$ cat src/rtl/nand_busy_pkg.sv
// Package for the array busy-timing sequencer: operation codes, busy
// times in their printed units and derived cycle counts at 250 MHz.
// Assumes a single 250 MHz clock domain.
package nand_busy_pkg;

  localparam int unsigned CLK_MHZ = 250;
  localparam int unsigned NS_PER_US = 1000;
  localparam int unsigned CLK_PERIOD_NS = 4;

  // Busy times in microseconds, maximum except the typical erase and program times
  localparam int unsigned ERASE_BUSY_TIME_US = 10000;
  localparam int unsigned ERASE_BUSY_TYP_US = 3000;
  localparam int unsigned CACHE_READ_BUSY_TIME_US = 50;
  localparam int unsigned FEATURE_ACCESS_BUSY_TIME_US = 1;
  localparam int unsigned INTERFACE_SWITCH_BUSY_TIME_US = 1;
  localparam int unsigned PROTECTED_OTP_PROGRAM_BUSY_TIME_US = 30;
  localparam int unsigned PAGE_PROGRAM_BUSY_TIME_US = 2200;
  localparam int unsigned PAGE_PROGRAM_TYP_US = 900;
  localparam int unsigned PAGE_READ_BUSY_TIME_US = 50;
  localparam int unsigned RESET_IDLE_BUSY_TIME_US = 5;

  // Busy times to whole cycles; erase and program defaults use the typical times
  localparam int unsigned CACHE_READ_CYC = CACHE_READ_BUSY_TIME_US * CLK_MHZ;
  localparam int unsigned FEATURE_CYC = FEATURE_ACCESS_BUSY_TIME_US * CLK_MHZ;
  localparam int unsigned ITC_CYC = INTERFACE_SWITCH_BUSY_TIME_US * CLK_MHZ;
  localparam int unsigned OTP_PROT_CYC =
    PROTECTED_OTP_PROGRAM_BUSY_TIME_US * CLK_MHZ;
  localparam int unsigned PAGE_READ_CYC = PAGE_READ_BUSY_TIME_US * CLK_MHZ;
  localparam int unsigned RESET_CYC = RESET_IDLE_BUSY_TIME_US * CLK_MHZ;
  localparam int unsigned ERASE_CYC_DEF = ERASE_BUSY_TYP_US * CLK_MHZ;
  localparam int unsigned PROGRAM_CYC_DEF = PAGE_PROGRAM_TYP_US * CLK_MHZ;
  localparam int unsigned ERASE_CYC_MAX = ERASE_BUSY_TIME_US * CLK_MHZ;
  localparam int unsigned PROGRAM_CYC_MAX =
    PAGE_PROGRAM_BUSY_TIME_US * CLK_MHZ;

  localparam int unsigned CNT_W = 22;

  // Partial program limits
  localparam int unsigned PARTIAL_PROGRAM_LIMIT = 1;
  localparam int unsigned PARTIAL_PROGRAM_LIMIT_OTP = 8;
  localparam int unsigned PP_W = 4;

  typedef enum logic [2:0] {
    op_page_read = 3'h0,
    op_cache_read = 3'h1,
    op_page_program = 3'h2,
    op_block_erase = 3'h3,
    op_feature_get = 3'h4,
    op_feature_set_sync = 3'h5,
    op_reset = 3'h6,
    op_otp_program = 3'h7
  } op_t;

  typedef struct packed {
    logic valid;
    op_t op;
    logic otp_protected;
    logic to_sync;
  } op_req_t;

  typedef struct packed {
    logic ready;
    logic sync_mode;
    logic interface_switching;
    logic timeout_fault;
  } busy_status_t;

endpackage : nand_busy_pkg

$ cat src/rtl/nand_array_busy_timing.sv
// Array busy-timing sequencer: holds the die busy for each array operation.
// Assumes requests come from command decode logic on the same clock.
// Busy lengths are whole mclk cycles; erase and program are parameters.
// One partial program counter per die, cleared by erase or sys_rst.
`timescale 1ns/10ps
module nand_array_busy_timing
  import nand_busy_pkg::*;
#(
  parameter int unsigned ERASE_CYC = ERASE_CYC_DEF,
  parameter int unsigned PROGRAM_CYC = PROGRAM_CYC_DEF
) (
  input wire logic mclk,
  input wire logic sys_rst,
  input nand_busy_pkg::op_req_t req,
  output logic req_ready,
  output logic req_refused,
  output logic op_done,
  output logic data_ready,
  output nand_busy_pkg::busy_status_t status,
  output logic [nand_busy_pkg::PP_W-1:0] program_count
);
  import nand_busy_pkg::*;

  typedef enum logic [1:0] {
    st_idle = 2'b00,
    st_busy = 2'b01,
    st_finish = 2'b11
  } state_t;

  state_t state;
  state_t next_state;
  logic [CNT_W-1:0] count;
  logic [CNT_W-1:0] next_count;
  op_t cur_op;
  op_t next_cur_op;
  logic sync_mode;
  logic next_sync_mode;
  logic switching;
  logic next_switching;
  logic fault;
  logic next_fault;
  logic done;
  logic next_done;
  logic rd_ready;
  logic next_rd_ready;
  logic [PP_W-1:0] pcount;
  logic [PP_W-1:0] next_pcount;
  logic refused;
  logic next_refused;
  logic cur_prot;
  logic next_cur_prot;

  // Busy length for an operation
  function automatic logic [CNT_W-1:0] busy_cycles(input op_t op,
                                                  input logic prot,
                                                  input logic sw);
    logic [CNT_W-1:0] c;
    c = CNT_W'(1);
    unique case (op)
      op_page_read: c = CNT_W'(PAGE_READ_CYC);
      op_cache_read: c = CNT_W'(CACHE_READ_CYC);
      op_page_program: c = CNT_W'(PROGRAM_CYC);
      op_block_erase: c = CNT_W'(ERASE_CYC);
      op_feature_get: c = CNT_W'(FEATURE_CYC);
      op_feature_set_sync: begin
        c = sw ? CNT_W'(ITC_CYC) : CNT_W'(FEATURE_CYC);
      end
      op_reset: c = sw ? CNT_W'(ITC_CYC) : CNT_W'(RESET_CYC);
      op_otp_program: begin
        c = prot ? CNT_W'(OTP_PROT_CYC) : CNT_W'(PROGRAM_CYC);
      end
    endcase
    return c;
  endfunction : busy_cycles

  function automatic logic mode_change(input op_req_t r, input logic sm);
    return (r.op == op_feature_set_sync && r.to_sync && !sm) ||
           (r.op == op_reset && sm);
  endfunction : mode_change

  // Partial program count already at the limit for this page kind
  function automatic logic over_limit(input op_req_t r,
                                      input logic [PP_W-1:0] pc);
    logic hit;
    hit = 1'b0;
    if (r.op == op_page_program) begin
      hit = (pc >= PP_W'(PARTIAL_PROGRAM_LIMIT));
    end
    if (r.op == op_otp_program && !r.otp_protected) begin
      hit = (pc >= PP_W'(PARTIAL_PROGRAM_LIMIT_OTP));
    end
    return hit;
  endfunction : over_limit

  // Count sticks at all ones so an overrun never wraps back to legal
  function automatic logic [PP_W-1:0] sat_inc(input logic [PP_W-1:0] v);
    return (&v) ? v : v + PP_W'(1);
  endfunction : sat_inc

  assign req_ready = (state == st_idle);

  // Next state, counts and flags
  always_comb begin
    logic sw_req;
    sw_req = mode_change(req, sync_mode);
    next_state = state;
    next_count = count;
    next_cur_op = cur_op;
    next_cur_prot = cur_prot;
    next_sync_mode = sync_mode;
    next_switching = switching;
    next_fault = fault;
    next_done = 1'b0;
    next_rd_ready = rd_ready;
    next_pcount = pcount;
    next_refused = 1'b0;
    unique case (state)
      st_idle: begin
        if (req.valid) begin
          next_state = st_busy;
          next_cur_op = req.op;
          next_cur_prot = req.otp_protected;
          next_rd_ready = 1'b0;
          next_switching = sw_req;
          next_count = busy_cycles(req.op, req.otp_protected, sw_req);
          if (over_limit(req, pcount)) begin
            next_fault = 1'b1;
          end
        end
      end
      st_busy: begin
        if (req.valid) begin
          next_refused = 1'b1;
        end
        if (count <= CNT_W'(1)) begin
          next_state = st_finish;
        end else begin
          next_count = count - CNT_W'(1);
        end
      end
      st_finish: begin
        next_state = st_idle;
        next_done = 1'b1;
        if (req.valid) begin
          next_refused = 1'b1;
        end
        if (switching) begin
          next_sync_mode = (cur_op == op_feature_set_sync);
        end
        next_switching = 1'b0;
        unique case (cur_op)
          op_page_read, op_cache_read: next_rd_ready = 1'b1;
          op_block_erase: next_pcount = '0;
          op_page_program: next_pcount = sat_inc(pcount);
          op_otp_program: begin
            if (!cur_prot) begin
              next_pcount = sat_inc(pcount);
            end
          end
          default: next_pcount = pcount;
        endcase
      end
      default: next_state = st_idle;
    endcase
  end

  // State registers
  always_ff @(posedge mclk) begin
    if (sys_rst) begin
      state <= st_idle;
      count <= '0;
      cur_op <= op_page_read;
      sync_mode <= 1'b0;
      switching <= 1'b0;
      fault <= 1'b0;
      done <= 1'b0;
      rd_ready <= 1'b0;
      pcount <= '0;
      refused <= 1'b0;
      cur_prot <= 1'b0;
    end else begin
      state <= next_state;
      count <= next_count;
      cur_op <= next_cur_op;
      sync_mode <= next_sync_mode;
      switching <= next_switching;
      fault <= next_fault;
      done <= next_done;
      rd_ready <= next_rd_ready;
      pcount <= next_pcount;
      refused <= next_refused;
      cur_prot <= next_cur_prot;
    end
  end

  // Port view of the state
  assign op_done = done;
  assign data_ready = rd_ready;
  assign req_refused = refused;
  assign program_count = pcount;
  always_comb begin
    status = '0;
    status.ready = (state == st_idle);
    status.sync_mode = sync_mode;
    status.interface_switching = switching;
    status.timeout_fault = fault;
  end

endmodule : nand_array_busy_timing

$ cat config.mk
export PLATFORM = sky130hd
export DESIGN_NAME = nand_array_busy_timing
export DESIGN_NICKNAME = d
export VERILOG_FILES = /design/src/rtl/nand_busy_pkg.sv /design/src/rtl/nand_array_busy_timing.sv
export SDC_FILE = /design/constraint.sdc
export NUM_CORES = 1
export LEC_CHECK = 0
export BUFFER_PORTS_ARGS = -buffer_cell sky130_fd_sc_hd__buf_2
export CAP_MARGIN = 10
export CORE_AREA = 4 4 96 76
export DETAILED_ROUTE_END_ITERATION = 6
export DIE_AREA = 0 0 100 80
export PLACE_DENSITY_LB_ADDON = 0.15
export SETUP_SLACK_MARGIN = 0.4
export SYNTH_ARGS = -nofsm -noshare
export SYNTH_HDL_FRONTEND = slang
export SYNTH_SLANG_ARGS = --single-unit
$ cat constraint.sdc
create_clock -name mclk -period 2.42 [get_ports mclk]
set_input_delay 0.121 -clock mclk [delete_from_list [all_inputs] [get_ports mclk]]
set_output_delay 0.121 -clock mclk [all_outputs]
set_load 0.1 [all_outputs]
# After elaboration in Yosys (flattened, before gate mapping)
# Index checks and enable logic that the tools add are counted.
classes:
  n_bitwise: 1
  addsub: 2
  order_cmp: 3
  n_reduce_logical: 27
  mux: 23
  eq_ne: 19
ops:
  columns: ["op", "n"]
  rows:
  - ["$pmux W22 S6", 1]
  - ["$mux W22", 2]
  - ["$pmux W22 S2", 1]
  - ["$le A22 B1 Y1 const B", 1]
  - ["$sub A22 B1 Y22 const B", 1]
  - ["$eq A3 B3 Y1 const B", 6]
  - ["$mux W18", 1]
  - ["$eq A3 B2 Y1 const B", 4]
  - ["$pmux W4 S3", 1]
  - ["$reduce_and A3 Y1", 4]
  - ["$mux W11", 1]
  - ["$reduce_or A2 Y1", 5]
  - ["$mux W1", 9]
  - ["$mux W4", 2]
  - ["$ne A2 B2 Y1 const B", 4]
  - ["$reduce_and A2 Y1", 4]
  - ["$eq A3 B1 Y1 const B", 2]
  - ["$logic_not A3 Y1", 2]
  - ["$add A4 B1 Y4 const B", 1]
  - ["$ge A4 B1 Y1 const B", 1]
  - ["$ge A4 B4 Y1 const B", 1]
  - ["$logic_and A1 B1 Y1", 4]
  - ["$mux W2", 2]
  - ["$pmux W1 S2", 2]
  - ["11 further kinds", 13]
totals:
  reg_bits: 38
  output_inout_bits: 12
  in_bits: 8
  elab_cells: 86

# Logic depth before layout (Yosys ltp)
depth:
  word_depth: 8
  ltp_mapped: 9

# Worst setup path before layout
# Ideal clock, no wire load.
synth_path:
  path_kind: "register -> output"
  start: "register state[0]"
  end: "output port status[3] (netlist bit)"
  path_buffers: 2
  arrival_time_ns: 2.273
  t_required_ns: 2.299
  path_slack_ns: 0.026
  path_stages_with_launch: 4
  path_cell_list: "dfxtp_1 > buf_2 > nor2_1 > buf_4"
synth_between:
  elab_chain_cells: 1
synth_rtl:
  columns: ["element", "line_no", "source"]
  rows:
  - ["from (decl)", "nand_array_busy_timing.sv:30", "state_t state;"]
  - ["from (signal assigned)", "nand_array_busy_timing.sv:170", "state <= st_idle;"]
  - ["from (signal assigned)", "nand_array_busy_timing.sv:182", "state <= next_state;"]
  - ["$logic_not A2 Y1", null, null]
  - ["to (decl)", "nand_array_busy_timing.sv:19", "output nand_busy_pkg::busy_status_t status,"]
# Every way passes these cells.

# Worst setup path in the final report
layout_path:
  start: "register count[0]"
  end: "register count[7]"
layout_between:
  elab_chain_cells: 3
  word_cells_on_any_way: 6
  cone_classes: "add/sub: 1; order compare: 1; eq/ne: 1; mux: 2; reduce/logical: 1"
layout_rtl:
  columns: ["element", "line_no", "source"]
  rows:
  - ["from (decl)", "nand_array_busy_timing.sv:32", "logic [CNT_W-1:0] count;"]
  - ["from (signal assigned)", "nand_array_busy_timing.sv:183", "count <= next_count;"]
  - ["$sub A22 B1 Y22 / $le A22 B1 Y1 (equally long branches)", "nand_array_busy_timing.sv:138, nand_array_busy_timing.sv:135", null]
  - ["$mux W22 / $ne A2 B2 Y1 (equally long branches)", null, null]
  - ["$pmux W22 S2 / $reduce_and A3 Y1 (equally long branches)", null, null]
# Several ways; a longest one is shown, not always the timed one. The select of a mux whose other input is x is not followed.
# A chain may end at the register's enable or synchronous reset.

==> results.json <==
{
  "clkTransAtPathRegs_ps": 80,
  "synth-adder-area-share_pct": 2.533,
  "avgRoutedWirePerCell_um": 16.34,
  "synth_seq_cells": 38,
  "areaGrowthSynthToFinish_pct": 12.82,
  "finalCritPeriodShare_pct": 79.13,
  "cts-buffers-inserted": 5,
  "drv_cap": 0,
  "avgSynthCellArea_um2": 8.178,
  "clock-root-buffer": "clkbuf_8",
  "power_density_nw_per_um2": 774.3,
  "holdWs_ps": 94.07,
  "drtAntennaViolNets": 0,
  "timing_hold_violations_final": 0,
  "cp_cell_sequence": "inv_1, ha_4, o21ba_2, and3_4, a211oi_2, mux2_4, a21oi_2",
  "cp.required_ps": 2650,
  "synth_edf_count": 0,
  "synth_xor_area_share_pct": 2.837,
  "yosys.area_share.simple_pct": 29.13,
  "final_common_cell": "dfxtp_1",
  "power_leakage_nw": 1.037,
  "final_cell_mix": "34 x dfxtp_1, 30 x a21oi_1, 26 x nor2_1",
  "syn_area_um2": 2470,
  "cp_max_fo": 8,
  "worst-slew-pin-transition_ps": 486.6,
  "met3RoutedLength_um": 388,
  "cts_tree": "yes",
  "end_kind": "flip-flop",
  "ys_seq_area_share_pct": 30.80,
  "drc_errors": 0,
  "rows": 25,
  "gp_congestion": 0.8759,
  "critPathKind": "flip-flop to flip-flop",
  "setup_tns_ps": 0,
  "die_area_um2": 8000,
  "fin_skew_ps": 9.613,
  "hold_class": "primary input to flip-flop",
  "worst_skew_pair.late_latency_ps": 300,
  "finalWirelength_um": 6520,
  "overflow": 0,
  "grt_pass1_vias": 2036,
  "cts_hold_buf": 0,
  "finalPower_w": 0.002158,
  "synth-compound-area-share_pct": 25.23,
  "syn-num-nets": 315,
  "fin_cells": 399,
  "diodes": 0,
  "htree_num_levels": 2,
  "syn_inst": 302,
  "via_per_inst": 5.627,
  "synth.distinct_cells": 66,
  "cp-start-kind": "flip-flop",
  "io_pins": 20,
  "dieWidth_um": 100,
  "dp_cells": 387,
  "drt_pre_antenna_iters": 5,
  "relSlewSlack_pct": 67.79,
  "final.min_clock_period_ps": 1915,
  "maxSlewViolCount": 0,
  "core_area_um2": 6225,
  "arrival_ps": 2150,
  "highest_layer": "met4",
  "portBuffers": 19,
  "max_freq_mhz": 522.2,
  "status": "finished, final reports clean",
  "ys.flop_type": "dfxtp_1",
  "drt_iter0_markers": 135,
  "cp_slowest_stage_delay_ps": 370,
  "num_vias": 2245,
  "grt_pass1_wl_um": 10760,
  "antenna_found_initial": 0,
  "synthArstFlopShare_pct": 0,
  "drive_gt1_share_pct": 24.53,
  "final_nets": 330,
  "grt_max_degree": 26,
  "ir_drop_mv": 0.3648,
  "yosys-mux-area-fraction_pct": 1.064,
  "synth_top_family_by_area": "simple AND/OR/NAND/NOR gates",
  "die_y_um": 80,
  "grtUsageTotal_pct": 17.00,
  "rsz0062_at_grt": "true",
  "start_util_pct": 39.68,
  "yosysWarnings": 0,
  "clock-sinks": 38,
  "dr_wl_met2_um": 2736,
  "setup_viol": 0,
  "clockBufferDepth": 2,
  "dp_hpwl_um": 4570,
  "wl_met1_um": 3298,
  "critical_path.slowest_cell": "dfxtp_2"
}
path summary, 6_finish.rpt:
check | slack [ps] | depth (start not counted) | start | end
min reg2reg | 460 | 2 | cur_prot | cur_prot
min | 90 | 3 | req[5] | req_refused
max | 500 | 7 | count[0] | count[7]
max reg2reg | 500 | 7 | count[0] | count[7]
worst max-delay path: cells and delay by family, from the launching register on:
family	cells	cell delay [ps]
compound gates	3	640
flops	1	370
mux	1	330
simple gates	1	230
fa+ha+maj	1	180
buf+inv	1	90
logic make-up after synthesis:
kind of cell	Yosys count
compound gates	94
xor+xnor	8
fa+ha+maj	5
buf+inv	33
flops	38
mux	2
simple gates	122
timing repair:
action / CTS / global route
pin swaps: 2 / 2
buffers inserted: 0 / 4
resized for setup: 5 / 8
setup endpoints to repair: 18 / 9
stage by stage:
step	worst slack [ps]	instance area, um^2	util (%)
after floorplan	509.3	2475	-
after global placement	365.1	2572	41.33
after detailed placement	251.4	2572	41.33
after CTS	432.8	2735	43.94
after global routing	390.8	2786	44.76
final	504.9	2786	44.76
registers in the layout, indices dropped and copies added, names as in the netlist, 2 cells and up:
name / flops
cur_op: 3
state: 2
program_count: 4
count: 22
power breakdown:
| part | switching, W | internal (W) |
|---|---|---|
| clock network | 0.000247 | 0.000440 |
| logic | 0.000436 | 0.000291 |
| registers | 0.0000702 | 0.000673 |
| total | 0.000754 | 0.00140 |
cell usage after synthesis (all sizes together), types with 2 or more instances:
| master | n | area share, % |
|---|---|---|
| o211ai | 2 | 0.61 |
| a211oi | 6 | 2.6 |
| clkbuf | 13 | 2.9 |
| mux2 | 2 | 1.1 |
| dfxtp | 38 | 31 |
| nor3 | 19 | 4.7 |
| a32oi | 4 | 1.4 |
| xor2 | 3 | 1.1 |
| nor4 | 4 | 2.5 |
| or3b | 2 | 0.71 |
| inv | 7 | 1.1 |
| xnor2 | 5 | 1.8 |
| nor2 | 27 | 4.1 |
| nand2 | 24 | 3.6 |
| o21a | 2 | 0.61 |
| a31oi | 5 | 1.3 |
| a21oi | 32 | 6.8 |
| nand2b | 4 | 1.0 |
| a21o | 3 | 1.2 |
| or4 | 3 | 0.91 |
| o21ai | 29 | 5.9 |
| nand4 | 5 | 2.1 |
| ha | 5 | 2.5 |
| buf | 13 | 4.4 |
| nor2b | 6 | 1.5 |
| nor3b | 4 | 1.4 |
| and2 | 3 | 0.76 |
| nand3 | 6 | 1.2 |
| and3 | 7 | 1.8 |
routing by layer:
layer  global-route usage, %  vias to the layer above
li1                        -                     1113
met1                   25.65                     1058
met2                   23.64                       65
met3                   3.231                        9
met4                   6.057                        0
met5                       0                        -
final cells by class:
cell class / instances / area [um^2]
clock inverter: 2 / 60.06
inverter: 7 / 26.28
clock buffer: 6 / 82.58
tap: 81 / 101.3
sequential: 38 / 765.7
multi-input combinational: 231 / 1539
timing repair buffer: 34 / 211.5
fill: 639 / 3438
Power figures use the tool's default switching activity.
